File: src/hfs_pkg.sv
/*
 * Package for the hop frame sequencer: register map, field positions,
 * reset values and timing counts.
 * Assumes a 100 MHz aclk and a 32-bit AXI4-Lite register bus.
 */
package hfs_pkg;

    // ****************************************
    // Clock and timing
    // ****************************************
    localparam int CLK_PERIOD_PS            = 10000;
    localparam int TX_FE_POWERUP_TIME_NS    = 5000;
    localparam int RX_FE_POWERUP_TIME_NS    = 7000;
    localparam int RX_TX_FE_GAP_PS          = 150000;
    localparam int TX_FE_POWERUP_CYC        = (TX_FE_POWERUP_TIME_NS * 1000 + CLK_PERIOD_PS - 1)
                                              / CLK_PERIOD_PS;
    localparam int RX_FE_POWERUP_CYC        = (RX_FE_POWERUP_TIME_NS * 1000 + CLK_PERIOD_PS - 1)
                                              / CLK_PERIOD_PS;
    localparam int RX_TX_FE_GAP_CYC         = (RX_TX_FE_GAP_PS + CLK_PERIOD_PS - 1)
                                              / CLK_PERIOD_PS;

    localparam int CNT_W                    = 24;

    // ****************************************
    // Register map (byte addresses)
    // ****************************************
    localparam logic [7:0] REG_CTRL          = 8'h00;
    localparam logic [7:0] REG_TX_SWITCH     = 8'h04;
    localparam logic [7:0] REG_TX_ANALOG     = 8'h08;
    localparam logic [7:0] REG_RX_ANALOG     = 8'h0C;
    localparam logic [7:0] REG_RX_LNA        = 8'h10;
    localparam logic [7:0] REG_RX_FIRST_DATA = 8'h14;
    localparam logic [7:0] REG_RX_KEEP       = 8'h18;
    localparam logic [7:0] REG_RELOCK        = 8'h1C;
    localparam logic [7:0] REG_STATUS        = 8'h20;

    // CTRL fields
    localparam int CTRL_EN_BIT      = 0;
    localparam int CTRL_TX_BIT      = 1;
    localparam int CTRL_RETUNE_BIT  = 2;
    localparam int CTRL_ANT_OWN_BIT = 3;
    localparam int CTRL_LNA_OWN_BIT = 4;

    localparam logic [4:0]       CTRL_RST  = 5'h00;
    localparam logic [CNT_W-1:0] DELAY_RST = 24'h00_0000;
    localparam logic [31:0]      RD_ZERO   = 32'h0000_0000;

    localparam logic [1:0] RESP_OKAY   = 2'b00;
    localparam logic [1:0] RESP_SLVERR = 2'b10;

    typedef enum logic [2:0] {
        HFS_IDLE = 3'b001,
        HFS_WAIT = 3'b010,
        HFS_ON   = 3'b100
    } hfs_fe_state_t;

endpackage

File: src/hfs_delay_if.sv
/*
 * Interface that joins the sequencer to one delay timer instance.
 * Assumes both ends run on the same aclk.
 */
`timescale 1ns/100ps
interface hfs_delay_if;
    import hfs_pkg::*;
    logic             start;
    logic             stop;
    logic [CNT_W-1:0] delay;
    logic             fire;
    modport ctl (output start, output stop, output delay, input fire);
    modport tmr (input start, input stop, input delay, output fire);
endinterface

File: src/hfs_delay_timer.sv
/*
 * One-shot delay timer: fire pulses delay cycles after start (delay 0
 * fires on the start cycle itself). Stop cancels a pending count.
 * Assumes start and stop come from logic on aclk.
 */
`timescale 1ns/100ps
module hfs_delay_timer
    import hfs_pkg::*;
(
    input  wire logic aclk,
    input  wire logic aresetn,
    hfs_delay_if.tmr  dly
);
    logic [CNT_W-1:0] cnt_ff;
    logic             run_ff;

    // Zero delay answers at once, on the same cycle as start
    assign dly.fire = (dly.start && dly.delay == '0 && !dly.stop) ||
                      (run_ff && cnt_ff == CNT_W'(1) && !dly.stop);

    always_ff @(posedge aclk) begin
        if (!aresetn) begin
            run_ff <= 1'b0;
            cnt_ff <= '0;
        end else if (dly.stop) begin
            run_ff <= 1'b0;
        end else if (dly.start && dly.delay != '0) begin
            run_ff <= 1'b1;
            cnt_ff <= dly.delay;
        end else if (run_ff) begin
            cnt_ff <= cnt_ff - CNT_W'(1);
            if (cnt_ff == CNT_W'(1)) begin
                run_ff <= 1'b0;
            end
        end
    end
endmodule // hfs_delay_timer

File: src/hfs_sequencer.sv
/*
 * Hop frame transmit/receive timing sequencer with AXI4-Lite registers.
 * Assumes hop_in and tx_setup_in arrive from pins (synchronised here) and
 * that the baseband keeps its own setup timing.
 */
`timescale 1ns/100ps

module hfs_sequencer
    import hfs_pkg::*;
(
    input  wire logic        aclk,
    input  wire logic        aresetn,
    input  wire logic [7:0]  s_axi_awaddr,
    input  wire logic        s_axi_awvalid,
    output logic             s_axi_awready,
    input  wire logic [31:0] s_axi_wdata,
    input  wire logic [3:0]  s_axi_wstrb,
    input  wire logic        s_axi_wvalid,
    output logic             s_axi_wready,
    output logic [1:0]       s_axi_bresp,
    output logic             s_axi_bvalid,
    input  wire logic        s_axi_bready,
    input  wire logic [7:0]  s_axi_araddr,
    input  wire logic        s_axi_arvalid,
    output logic             s_axi_arready,
    output logic [31:0]      s_axi_rdata,
    output logic [1:0]       s_axi_rresp,
    output logic             s_axi_rvalid,
    input  wire logic        s_axi_rready,
    input  wire logic        hop_in,
    input  wire logic        tx_setup_in,
    output logic             tx_analog_on,
    output logic             tx_fe_ready,
    output logic             tx_antenna_on,
    output logic             tx_if_on,
    output logic             rx_analog_on,
    output logic             rx_fe_ready,
    output logic             rx_lna_on,
    output logic             rx_if_on
);

    // ****************************************
    // Registers
    // ****************************************
    logic [4:0]       ctrl_ff;
    logic [CNT_W-1:0] tx_sw_dly_ff;
    logic [CNT_W-1:0] tx_an_dly_ff;
    logic [CNT_W-1:0] rx_an_dly_ff;
    logic [CNT_W-1:0] rx_lna_dly_ff;
    logic [CNT_W-1:0] rx_fvd_dly_ff;
    logic [CNT_W-1:0] rx_keep_dly_ff;
    logic [CNT_W-1:0] relock_ff;

    // ****************************************
    // AXI4-Lite write path
    // ****************************************
    logic [7:0]  awaddr_ff;
    logic        aw_have_ff;
    logic [31:0] wdata_ff;
    logic        w_have_ff;
    logic        wr_go;

    assign wr_go = aw_have_ff && w_have_ff && !s_axi_bvalid;

    always_ff @(posedge aclk) begin
        if (!aresetn) begin
            aw_have_ff    <= 1'b0;
            awaddr_ff     <= 8'h00;
            s_axi_awready <= 1'b0;
        end else begin
            s_axi_awready <= !aw_have_ff && !s_axi_awready;
            if (s_axi_awvalid && s_axi_awready) begin
                aw_have_ff <= 1'b1;
                awaddr_ff  <= s_axi_awaddr;
            end else if (wr_go) begin
                aw_have_ff <= 1'b0;
            end
        end
    end

    always_ff @(posedge aclk) begin
        if (!aresetn) begin
            w_have_ff    <= 1'b0;
            wdata_ff     <= RD_ZERO;
            s_axi_wready <= 1'b0;
        end else begin
            s_axi_wready <= !w_have_ff && !s_axi_wready;
            if (s_axi_wvalid && s_axi_wready) begin
                w_have_ff <= 1'b1;
                // Partial strobes are not merged: a write with a partial strobe stores zero
                wdata_ff  <= (s_axi_wstrb == 4'hF) ? s_axi_wdata : RD_ZERO;
            end else if (wr_go) begin
                w_have_ff <= 1'b0;
            end
        end
    end

    logic wr_ok;
    assign wr_ok = (awaddr_ff[1:0] == 2'b00) && (awaddr_ff <= REG_RELOCK);

    always_ff @(posedge aclk) begin
        if (!aresetn) begin
            s_axi_bvalid <= 1'b0;
            s_axi_bresp  <= RESP_OKAY;
        end else if (wr_go) begin
            s_axi_bvalid <= 1'b1;
            s_axi_bresp  <= wr_ok ? RESP_OKAY : RESP_SLVERR;
        end else if (s_axi_bready) begin
            s_axi_bvalid <= 1'b0;
        end
    end

    logic rx_an_floor;
    assign rx_an_floor = wdata_ff[CNT_W-1:0] < CNT_W'(RX_TX_FE_GAP_CYC);

    always_ff @(posedge aclk) begin
        if (!aresetn) begin
            ctrl_ff        <= CTRL_RST;
            tx_sw_dly_ff   <= DELAY_RST;
            tx_an_dly_ff   <= CNT_W'(RX_TX_FE_GAP_CYC);
            rx_an_dly_ff   <= CNT_W'(RX_TX_FE_GAP_CYC);
            rx_lna_dly_ff  <= DELAY_RST;
            rx_fvd_dly_ff  <= DELAY_RST;
            rx_keep_dly_ff <= DELAY_RST;
            relock_ff      <= DELAY_RST;
        end else if (wr_go && wr_ok) begin
            case (awaddr_ff)
                REG_CTRL:          ctrl_ff        <= wdata_ff[4:0];
                REG_TX_SWITCH:     tx_sw_dly_ff   <= wdata_ff[CNT_W-1:0];
                // Gap floor also protects transmit power-up start
                REG_TX_ANALOG:     tx_an_dly_ff   <= rx_an_floor ? CNT_W'(RX_TX_FE_GAP_CYC)
                                                     : wdata_ff[CNT_W-1:0];
                REG_RX_ANALOG:     rx_an_dly_ff   <= rx_an_floor ? CNT_W'(RX_TX_FE_GAP_CYC)
                                                     : wdata_ff[CNT_W-1:0];
                REG_RX_LNA:        rx_lna_dly_ff  <= wdata_ff[CNT_W-1:0];
                REG_RX_FIRST_DATA: rx_fvd_dly_ff  <= wdata_ff[CNT_W-1:0];
                REG_RX_KEEP:       rx_keep_dly_ff <= wdata_ff[CNT_W-1:0];
                REG_RELOCK:        relock_ff      <= wdata_ff[CNT_W-1:0];
                default:           ctrl_ff        <= ctrl_ff;
            endcase
        end
    end

    // ****************************************
    // AXI4-Lite read path
    // ****************************************
    logic [31:0] rd_mux;
    logic        rd_ok;

    always_comb begin
        rd_ok  = 1'b1;
        rd_mux = RD_ZERO;
        case (s_axi_araddr)
            REG_CTRL:          rd_mux = {27'h000_0000, ctrl_ff};
            REG_TX_SWITCH:     rd_mux = {8'h00, tx_sw_dly_ff};
            REG_TX_ANALOG:     rd_mux = {8'h00, tx_an_dly_ff};
            REG_RX_ANALOG:     rd_mux = {8'h00, rx_an_dly_ff};
            REG_RX_LNA:        rd_mux = {8'h00, rx_lna_dly_ff};
            REG_RX_FIRST_DATA: rd_mux = {8'h00, rx_fvd_dly_ff};
            REG_RX_KEEP:       rd_mux = {8'h00, rx_keep_dly_ff};
            REG_RELOCK:        rd_mux = {8'h00, relock_ff};
            REG_STATUS:        rd_mux = {24'h00_0000, rx_if_on, rx_lna_on, rx_fe_ready,
                                         rx_analog_on, tx_if_on, tx_antenna_on,
                                         tx_fe_ready, tx_analog_on};
            default:           rd_ok  = 1'b0;
        endcase
    end

    always_ff @(posedge aclk) begin
        if (!aresetn) begin
            s_axi_arready <= 1'b0;
            s_axi_rvalid  <= 1'b0;
            s_axi_rdata   <= RD_ZERO;
            s_axi_rresp   <= RESP_OKAY;
        end else begin
            s_axi_arready <= !s_axi_rvalid && !s_axi_arready;
            if (s_axi_arvalid && s_axi_arready) begin
                s_axi_rvalid <= 1'b1;
                s_axi_rdata  <= rd_mux;
                s_axi_rresp  <= rd_ok ? RESP_OKAY : RESP_SLVERR;
            end else if (s_axi_rready) begin
                s_axi_rvalid <= 1'b0;
            end
        end
    end

    // ****************************************
    // Pin synchronisers and edge detection
    // ****************************************
    logic [2:0] hop_sync_ff;
    logic [2:0] setup_sync_ff;
    logic       hop_edge;
    logic       setup_fall;

    always_ff @(posedge aclk) begin
        if (!aresetn) begin
            hop_sync_ff   <= 3'h0;
            setup_sync_ff <= 3'h0;
        end else begin
            hop_sync_ff   <= {hop_sync_ff[1:0], hop_in};
            setup_sync_ff <= {setup_sync_ff[1:0], tx_setup_in};
        end
    end

    assign hop_edge   = hop_sync_ff[2] ^ hop_sync_ff[1];
    assign setup_fall = setup_sync_ff[2] & ~setup_sync_ff[1];

    logic en;
    logic tx_mode;
    logic tx_start;
    logic rx_start;
    logic [CNT_W-1:0] tx_fe_cyc;
    logic [CNT_W-1:0] rx_fe_cyc;

    assign en       = ctrl_ff[CTRL_EN_BIT];
    assign tx_mode  = ctrl_ff[CTRL_TX_BIT];
    assign tx_start = hop_edge && en && tx_mode;
    assign rx_start = hop_edge && en && !tx_mode;
    assign tx_fe_cyc = ctrl_ff[CTRL_RETUNE_BIT] ? relock_ff : CNT_W'(TX_FE_POWERUP_CYC);
    assign rx_fe_cyc = ctrl_ff[CTRL_RETUNE_BIT] ? relock_ff : CNT_W'(RX_FE_POWERUP_CYC);

    // ****************************************
    // Delay timers
    // ****************************************
    hfs_delay_if d_txsw ();
    hfs_delay_if d_txan ();
    hfs_delay_if d_txfe ();
    hfs_delay_if d_rxan ();
    hfs_delay_if d_rxfe ();
    hfs_delay_if d_lna ();
    hfs_delay_if d_keep ();

    assign d_txsw.start = tx_start;
    assign d_txsw.stop  = hop_edge && !tx_start;
    assign d_txsw.delay = tx_sw_dly_ff;
    assign d_txan.start = tx_start;
    assign d_txan.stop  = hop_edge && !tx_start;
    assign d_txan.delay = tx_an_dly_ff;
    assign d_txfe.start = d_txan.fire;
    assign d_txfe.stop  = hop_edge;
    assign d_txfe.delay = tx_fe_cyc;
    assign d_rxan.start = rx_start;
    assign d_rxan.stop  = hop_edge && !rx_start;
    assign d_rxan.delay = rx_an_dly_ff;
    assign d_rxfe.start = d_rxan.fire;
    assign d_rxfe.stop  = hop_edge;
    assign d_rxfe.delay = rx_fe_cyc;
    assign d_lna.start  = rx_start && ctrl_ff[CTRL_LNA_OWN_BIT];
    assign d_lna.stop   = hop_edge && !d_lna.start;
    assign d_lna.delay  = rx_lna_dly_ff;
    // Keep window starts at the edge that ends a receive frame
    assign d_keep.start = hop_edge && rx_analog_on;
    assign d_keep.stop  = 1'b0;
    assign d_keep.delay = rx_keep_dly_ff;

    hfs_delay_timer u_txsw (.aclk(aclk), .aresetn(aresetn), .dly(d_txsw));
    hfs_delay_timer u_txan (.aclk(aclk), .aresetn(aresetn), .dly(d_txan));
    hfs_delay_timer u_txfe (.aclk(aclk), .aresetn(aresetn), .dly(d_txfe));
    hfs_delay_timer u_rxan (.aclk(aclk), .aresetn(aresetn), .dly(d_rxan));
    hfs_delay_timer u_rxfe (.aclk(aclk), .aresetn(aresetn), .dly(d_rxfe));
    hfs_delay_timer u_lna  (.aclk(aclk), .aresetn(aresetn), .dly(d_lna));
    hfs_delay_timer u_keep (.aclk(aclk), .aresetn(aresetn), .dly(d_keep));

    // ****************************************
    // Transmit outputs
    // ****************************************
    always_ff @(posedge aclk) begin
        if (!aresetn) begin
            tx_analog_on  <= 1'b0;
            tx_fe_ready   <= 1'b0;
            tx_antenna_on <= 1'b0;
        end else if (hop_edge) begin
            // No fall-to-off delay in hopping: everything drops here
            tx_analog_on  <= 1'b0;
            tx_fe_ready   <= 1'b0;
            tx_antenna_on <= 1'b0;
        end else begin
            if (d_txan.fire) tx_analog_on <= 1'b1;
            if (d_txfe.fire) tx_fe_ready <= 1'b1;
            if (d_txsw.fire && ctrl_ff[CTRL_ANT_OWN_BIT]) tx_antenna_on <= 1'b1;
        end
    end

    // Interface is armed by setup fall; no extra latency padding here
    // An armed hop edge starts a transmit frame, an unarmed one ends it
    logic tx_armed_ff;
    always_ff @(posedge aclk) begin
        if (!aresetn) begin
            tx_armed_ff <= 1'b0;
            tx_if_on    <= 1'b0;
        end else if (setup_fall && en && tx_mode) begin
            tx_armed_ff <= 1'b1;
            tx_if_on    <= 1'b1;
        end else if (hop_edge) begin
            tx_armed_ff <= 1'b0;
            if (!tx_armed_ff) tx_if_on <= 1'b0;
        end
    end

    // ****************************************
    // Receive outputs
    // ****************************************
    always_ff @(posedge aclk) begin
        if (!aresetn) begin
            rx_analog_on <= 1'b0;
            rx_fe_ready  <= 1'b0;
            rx_lna_on    <= 1'b0;
        end else if (hop_edge) begin
            rx_analog_on <= 1'b0;
            rx_fe_ready  <= 1'b0;
            rx_lna_on    <= 1'b0;
        end else begin
            if (d_rxan.fire) rx_analog_on <= 1'b1;
            if (d_rxfe.fire) rx_fe_ready <= 1'b1;
            if (d_lna.fire) rx_lna_on <= 1'b1;
        end
    end

    logic keep_run_ff;
    always_ff @(posedge aclk) begin
        if (!aresetn) begin
            keep_run_ff <= 1'b0;
            rx_if_on    <= 1'b0;
        end else begin
            if (d_keep.start && rx_keep_dly_ff != DELAY_RST) keep_run_ff <= 1'b1;
            else if (d_keep.fire) keep_run_ff <= 1'b0;
            if (rx_start || d_rxan.fire) rx_if_on <= 1'b1;
            else if (d_keep.fire && !rx_analog_on) rx_if_on <= 1'b0;
        end
    end

    // ****************************************
    // Checks
    // ****************************************
    AST_TX_OFF_AT_HOP: assert property (@(posedge aclk) disable iff (!aresetn)
        hop_edge |=> !tx_analog_on && !tx_antenna_on)
        else $error("tx analog or antenna still on after hop edge");
    AST_RX_OFF_AT_HOP: assert property (@(posedge aclk) disable iff (!aresetn)
        hop_edge |=> !rx_analog_on && !rx_lna_on)
        else $error("rx analog or lna still on after hop edge");
    AST_TX_IF_OFF: assert property (@(posedge aclk) disable iff (!aresetn)
        hop_edge && !tx_armed_ff && !setup_fall |=> !tx_if_on)
        else $error("tx interface outlived the frame");
    AST_TX_IF_HOLD: assert property (@(posedge aclk) disable iff (!aresetn)
        hop_edge && tx_armed_ff |=> tx_if_on)
        else $error("tx interface dropped at frame start");
    AST_TX_IF_ON: assert property (@(posedge aclk) disable iff (!aresetn)
        setup_fall && en && tx_mode |=> tx_if_on)
        else $error("tx interface not enabled by setup fall");
    // Cycles since the last hop edge, saturating; only the gap check reads it
    logic [4:0] since_hop_ff;
    always_ff @(posedge aclk) begin
        if (!aresetn) begin
            since_hop_ff <= 5'h1F;
        end else if (hop_edge) begin
            since_hop_ff <= 5'h01;
        end else if (since_hop_ff != 5'h1F) begin
            since_hop_ff <= since_hop_ff + 5'h01;
        end
    end
    AST_GAP: assert property (@(posedge aclk) disable iff (!aresetn)
        ($rose(rx_analog_on) || $rose(tx_analog_on)) |-> since_hop_ff > 5'(RX_TX_FE_GAP_CYC))
        else $error("analog power-up inside the front-end gap");
    AST_RX_FLOOR: assert property (@(posedge aclk) disable iff (!aresetn)
        rx_an_dly_ff >= CNT_W'(RX_TX_FE_GAP_CYC))
        else $error("rx analog delay below gap");
    AST_TX_FE_TIME: assert property (@(posedge aclk) disable iff (!aresetn)
        $rose(tx_analog_on) && !ctrl_ff[CTRL_RETUNE_BIT] |-> !tx_fe_ready [*8])
        else $error("tx front end ready too early");
    AST_RX_FE_TIME: assert property (@(posedge aclk) disable iff (!aresetn)
        $rose(rx_analog_on) && !ctrl_ff[CTRL_RETUNE_BIT] |-> !rx_fe_ready [*8])
        else $error("rx front end ready too early");
    AST_NO_OVERLAP: assert property (@(posedge aclk) disable iff (!aresetn)
        !(rx_analog_on && tx_analog_on))
        else $error("rx and tx front ends on together");

    COV_TX_FRAME: cover property (@(posedge aclk) disable iff (!aresetn)
        $rose(tx_fe_ready));
    COV_RX_FRAME: cover property (@(posedge aclk) disable iff (!aresetn)
        $rose(rx_fe_ready));
    COV_RX_KEEP: cover property (@(posedge aclk) disable iff (!aresetn)
        keep_run_ff && rx_if_on && !rx_analog_on);

endmodule // hfs_sequencer

File: config.mk
export PLATFORM = sky130hd
export DESIGN_NAME = hfs_sequencer
export DESIGN_NICKNAME = d
export VERILOG_FILES = /design/src/hfs_pkg.sv /design/src/hfs_delay_if.sv /design/src/hfs_delay_timer.sv /design/src/hfs_sequencer.sv
export SDC_FILE = /design/constraint.sdc
export NUM_CORES = 1
export LEC_CHECK = 0
export BUFFER_PORTS_ARGS = -buffer_cell sky130_fd_sc_hd__clkbuf_2
export CORE_ASPECT_RATIO = 1.75
export CORE_MARGIN = 2
export CORE_UTILIZATION = 44
export CTS_CLUSTER_DIAMETER = 80
export CTS_CLUSTER_SIZE = 14
export DETAILED_ROUTE_END_ITERATION = 8
export PLACE_DENSITY_LB_ADDON = 0.3
export SETUP_SLACK_MARGIN = 0.15
export SLEW_MARGIN = 20
export SYNTH_ARGS = -nofsm -noshare
export SYNTH_HDL_FRONTEND = slang
export SYNTH_SLANG_ARGS = --single-unit
File: constraint.sdc
create_clock -name aclk -period 3.3 [get_ports aclk]
set_input_delay 0.66 -clock aclk [delete_from_list [all_inputs] [get_ports aclk]]
set_output_delay 0.66 -clock aclk [all_outputs]
set_load 0.005 [all_outputs]
==> impl_metrics.tcl, run 1 <==
set metrics [dict create \
    crit_arrival_ps 3390 \
    ys_seq_elements 428 \
    intPower_mw 7.41 \
    numCtsBuffers 36 \
    utilization_pct 49.2 \
    hp-start "hop_in" \
    whs_ps 322 \
    drtPass1Iterations 6 \
    path_buf_inv 1 \
    synth.distinct_cells 82 \
    worstPathMaxFanout 18 \
    worstReg2RegEnd "u_txfe.cnt_ff[1]" \
    setup_tns_ps 0 \
    cts.path.max_buffers 3 \
    use_met2_pct 50.9 \
    ioPinCount 110 \
    gp_congestion 1.00 \
    drc 0 \
    syn_area_mm2 0.0202 \
    worstSetupStartpointType "flop" \
    row_count 103 \
    synthCells 2546 \
    h-tree-depth 2 \
    tritoncts "yes" \
    syn_area_per_cell_um2 7.94 \
    pwr-share-comb_pct 4.8 \
    ys.flop_type "dfxtp_1" \
    clk_latency_ps 560 \
    grt_pass1_wl_um 111000 \
    gr-usage-met1_pct 32.2 \
    fmax_ghz 0.339 \
    synth_edf_count 0 \
    routed_wl_um 74900 \
    synth-simple-area-share_pct 24.3 \
    drv_slew 0 \
    portBuffers 91 \
    whs_endpoint "hop_sync_ff[0]" \
    hold_path.class "input pin to flop" \
    switchingPower_mw 2.30 \
    grt_busiest_layer "met2" \
    post_cts_buffers 0 \
    seq_power_share_pct 54.2 \
    power.density_mw_per_mm2 436 \
    min_path_cells 2 \
    critPathCaptureType "flop" \
    worst_pin_slew_ps 1020 \
    floorplan.initialDensity_pct 44.7 \
    timing.rr.start "relock_ff[12]" \
    detailed_place_hpwl_um 53600 \
    grt_overflow 0 \
    antenna_found_initial 0 \
    r2r_slack_ps 350 \
    drv_cap 0 \
    cp_cell_sequence "nor4_1 -> nand3_1 -> nor2_1 -> buf_4 -> a211o_1 -> mux2i_1 -> o221a_2" \
    ant_nets 0 \
    muxShareOfSynthArea_pct 2.17 \
    period_share_pct 89.5 \
    cts_sinks 428 \
    grt_pass1_vias 18700 \
    ys_warn_count 0 \
    antenna-diode-count 0 \
    status "complete, no violations" \
    final-setup-viol-count 0 \
    grt_util_met3_pct 4.61 \
    synth_top_family_by_area "simple AND/OR/NAND/NOR gates" \
    ys_seq_area_share_pct 42.4 \
    synth_xor_area_share_pct 4.80 \
    clkSlewWorstSetupHoldPaths_ps 70 \
    mostFrequentLayoutCell "nand2_1" \
    route.vias.total 19600 \
    finalHoldViolations 0 \
    nNetsFinal 2638 \
    crit_required_ps 3730 \
    fin_crit_ps 2950 \
    synth_compound_area_share_pct 20.9 \
    area_growth_pct 10.1 \
    pwr-share-clk_pct 41.0 \
    route.detailed.wl_per_inst_um 23.8 \
    post_cts_resized 0 \
    nFillCells 4368 \
    rsz0062_at_grt "no" \
    ys_async_sr_fraction_pct 0 \
    fp.dieArea_mm2 0.0477 \
    ir_worst_vdd_uv 410 \
    synth-adder-area-share_pct 0.867 \
    cpLargestDelayFamily "simple AND/OR/NAND/NOR gates" \
    core_mm2 0.0452 \
    chipWidth_um 166 \
    clockRootBuffer "clkbuf_16" \
    viasPerCell 6.24 \
    criticalPathCategory "flop to flop" \
    drtIter0Drc 1878 \
    die_y_um 287 \
    hold_buffers 0 \
    reg2reg_depth 7 \
    grt_max_degree 117 \
    grt.total_usage_pct 30.2 \
    max_slew_margin_pct 32.2 \
    crit_slowest_cell "a211o_1" \
    switching_share_pct 23.7 \
    max_stage_delay_ps 630 \
    mostFrequentLayoutCells "nand2_1, dfxtp_1, a21oi_1" \
    p_leak_nw 8.10 \
    drive_above_1_share_pct 9.59 \
    skew_ps 28.1 \
]
## per-layer routing
layer	vias up	wire, um
met2	968	34900
met4	0	8460
met1	9283	26400
met3	282	5190
li1	9073	-
met5	-	0
## layout make-up
class / count / area, um^2 / share of cell area [%]
well taps: 577 / 722 / 3.24
flip-flops and latches: 428 / 8570 / 38.5
repair buffers: 171 / 1110 / 4.98
multi-input cells: 1899 / 10800 / 48.4
inverters: 27 / 109 / 0.489
clock buffers: 37 / 915 / 4.11
clock inverters: 3 / 55.1 / 0.247
## cells by family (layout without fill, tap and decap cells)
| logic type | count (synthesis) | in the layout |
|---|---|---|
| AOI/OAI and AO/OA | 667 | 667 |
| xor gates and xnor gates | 110 | 110 |
| adders and majority gates | 14 | 14 |
| buffers and inverters | 228 | 238 |
| DFF | 428 | 428 |
| muxes | 43 | 43 |
| other | 1 | 10 |
| and+or+nand+nor | 1055 | 1055 |
## stage by stage
stage / power, mW / worst slack [ps] / cell area [um^2] / std cells
floorplan: 5.68 / 845 / 20200 / 2555
global placement: 5.83 / 479 / 21300 / 3102
detailed placement: 5.83 / 426 / 21300 / 3102
CTS: 9.76 / 400 / 22300 / 3142
global route: 9.96 / 220 / 22300 / 3142
finish: 9.70 / 347 / 22300 / 3142
## power by group through the flow
stage / registers [mW] / logic [mW] / clock network, mW
global placement: 5.37 / 0.454 / 0
detailed placement: 5.37 / 0.459 / 0
floorplan: 5.36 / 0.327 / 0
finish: 5.26 / 0.468 / 3.98
CTS: 5.26 / 0.463 / 4.04
global route: 5.26 / 0.509 / 4.19
## worst max path at each step
stage	from	to	cells past startpoint
floorplan	u_txan.cnt_ff[4]	u_txfe.cnt_ff[20]	8
global placement	s_axi_araddr[1]	s_axi_rdata[23]	8
detailed placement	u_rxan.cnt_ff[16]	u_rxfe.cnt_ff[23]	7
CTS	u_rxan.cnt_ff[16]	u_rxfe.cnt_ff[15]	6
global route	u_rxan.cnt_ff[16]	u_rxfe.cnt_ff[11]	6
finish	relock_ff[12]	u_txfe.cnt_ff[1]	7
## synth_stat cells (25+ instances only)
library cell,number,area (um^2)
nand2_1,465,1750
dfxtp_1,428,8570
a21oi_1,284,1420
nor2_1,224,841
clkbuf_1,174,653
o21ai_0,83,415
a22oi_1,78,586
nor4_1,74,463
a211oi_1,69,518
nor3_1,60,300
xnor2_1,57,499
xor2_1,52,455
nand3_1,45,225
mux2i_1,39,390
or4_1,32,240
or3_1,31,194
inv_1,27,101
nand4_1,25,156
No activity file was read; power rests on OpenSTA's default activity.
==> inputs of run 2 (changes only) <==
Settings changed: SETUP_SLACK_MARGIN 0.15 to 0.4.
==> run 2 against run 1 <==
Register-to-register slack improved by 100 ps. Flip-flop and latch count unchanged. First-iteration DRC count increased by 0.96%. Sequential share of layout area is essentially flat. Maximum frequency grew 3.6%. Non-clock buffer count is the same. Highest routed layer unchanged. Global-route usage shrank 0.097 points. Setup slack better by 100 ps. Final cell count unchanged. Core utilization rose by 0.064 points. Critical path depth is the same.
==> impl_metrics.tcl, run 2 (synthesis gave the netlist of run 1 again) <==
set metrics [dict create \
    status "complete, no violations" \
    mostFrequentLayoutCells "nand2_1, dfxtp_1, a21oi_1" \
    path_depth 7 \
    reg2reg_depth 7 \
    area_growth_pct 10.3 \
    clk_latency_ps 560 \
    finalHoldViolations 0 \
    skew_ps 28.9 \
    grt_overflow 0 \
    tritoncts "yes" \
    antenna-diode-count 0 \
    timing.rr.start "hop_sync_ff[1]" \
    floorplan.initialDensity_pct 44.7 \
    route.vias.total 19500 \
    nNetsFinal 2638 \
    worstSetupStartpointType "flop" \
    path_buf_inv 1 \
    cpLargestDelayFamily "compound AO/OA/AOI/OAI gates" \
    p_leak_nw 8.10 \
    max_stage_delay_ps 560 \
    route.detailed.wl_per_inst_um 23.8 \
    fmax_ghz 0.351 \
    worstPathMaxFanout 8 \
    rsz0062_at_grt "yes" \
    gp_congestion 1.00 \
    grt_max_degree 117 \
    numCtsBuffers 36 \
    fp.dieArea_mm2 0.0477 \
    clkSlewWorstSetupHoldPaths_ps 70 \
    r2r_slack_ps 450 \
    whs_ps 325 \
    cts.path.max_buffers 3 \
    total_power_mw 9.70 \
    detailed_place_hpwl_um 53600 \
    portBuffers 91 \
    drtPass1Iterations 9 \
    viasPerCell 6.22 \
    core_mm2 0.0452 \
    drtIter0Drc 1896 \
    chipWidth_um 166 \
    drive_above_1_share_pct 9.75 \
    hold_buffers 0 \
    routed_wl_um 74700 \
    grt.total_usage_pct 30.1 \
    setup_ws_ps 449 \
    final-setup-viol-count 0 \
    power.density_mw_per_mm2 435 \
    crit_required_ps 3700 \
    mostFrequentLayoutCell "nand2_1" \
    cp_cell_sequence "xor2_2 -> nand2_1 -> or3_1 -> a21oi_2 -> buf_4 -> nor3_1 -> a2111oi_0" \
    grt_pass1_vias 18800 \
    startpoint "hop_sync_ff[1]" \
    die_y_um 287 \
    row_count 103 \
    max_slew_margin_pct 33.1 \
    nFillCells 4364 \
    crit_arrival_ps 3250 \
    clockRootBuffer "clkbuf_16" \
    hold_path.class "input pin to flop" \
    h-tree-depth 2 \
    ant_nets 0 \
    worst_pin_slew_ps 997 \
    critPathCaptureType "flop" \
    antenna_found_initial 0 \
    worstReg2RegEnd "u_rxfe.cnt_ff[23]" \
    ioPinCount 110 \
    criticalPathCategory "flop to flop" \
    setup_tns_ps 0 \
    cts_sinks 428 \
    drc 0 \
    ir_worst_vdd_uv 404 \
    grt_pass1_wl_um 111000 \
    period_share_pct 86.4 \
    drv_cap 0 \
    fin_crit_ps 2850 \
    dp_worst_setup_slack_ps 426 \
    crit_end "u_rxfe.cnt_ff[23]" \
    drv_slew 0 \
    crit_slowest_cell "xor2_2" \
]
[run 2: power by group]
part / internal [mW] / switching [mW]
Sequential: 5.21 / 0.0507
Combinational: 0.150 / 0.317
Clock: 2.05 / 1.92
[run 2: worst register-to-register path, delay by kind of cell (launching register included)]
kind,cells,cell delay (ps)
xor gates and xnor gates,1,560
AOI/OAI and AO/OA,2,790
DFF,1,490
and+or+nand+nor,3,640
buffers and inverters,1,230
[run 2: how the worst min path moves through the flow]
stage	startpoint	cells past startpoint	slack, ps	to
after floorplan	hop_sync_ff[0]	1	410	hop_sync_ff[1]
after global placement	setup_sync_ff[0]	1	430	setup_sync_ff[1]
after detailed placement	setup_sync_ff[0]	1	420	setup_sync_ff[1]
after CTS	hop_in	2	320	hop_sync_ff[0]
after global routing	hop_in	2	330	hop_sync_ff[0]
final	hop_in	2	320	hop_sync_ff[0]
[run 2: timing repair]
action,CTS,global route
pin swaps,0,0
buffers inserted,0,0
gates resized for setup,1,4
hold endpoints to repair,0,0
endpoints found under the setup margin,1,16
[run 2: layout make-up]
cell class	count	area, um^2	area share, %
repair buffers	171	1110	4.97
inverters	27	109	0.488
clock inverters	3	55.1	0.247
clock buffers	37	915	4.10
multi-input cells	1899	10800	48.5
well taps	577	722	3.24
flip-flops and latches	428	8570	38.5
[run 2: per-layer routing]
metal  vias to the layer above  wire length (um)  GRT usage (%)  share of wire [%]
li1                       9084                 -              -                  -
met1                      9262             26200           32.0                 35
met2                       905             34500           50.2                 46
met3                       291              5110           4.63                6.8
met4                         0              8840           30.2                 12
met5                         -                 0              0                  0
[run 2: metrics by stage]
step	cell area [um^2]	cells	utilization (%)
finish	22300	3142	49.3
global route	22300	3142	49.3
CTS	22300	3142	49.2
detailed placement	21300	3102	47.1
global placement	21300	3102	47.1
floorplan	20200	2555	-
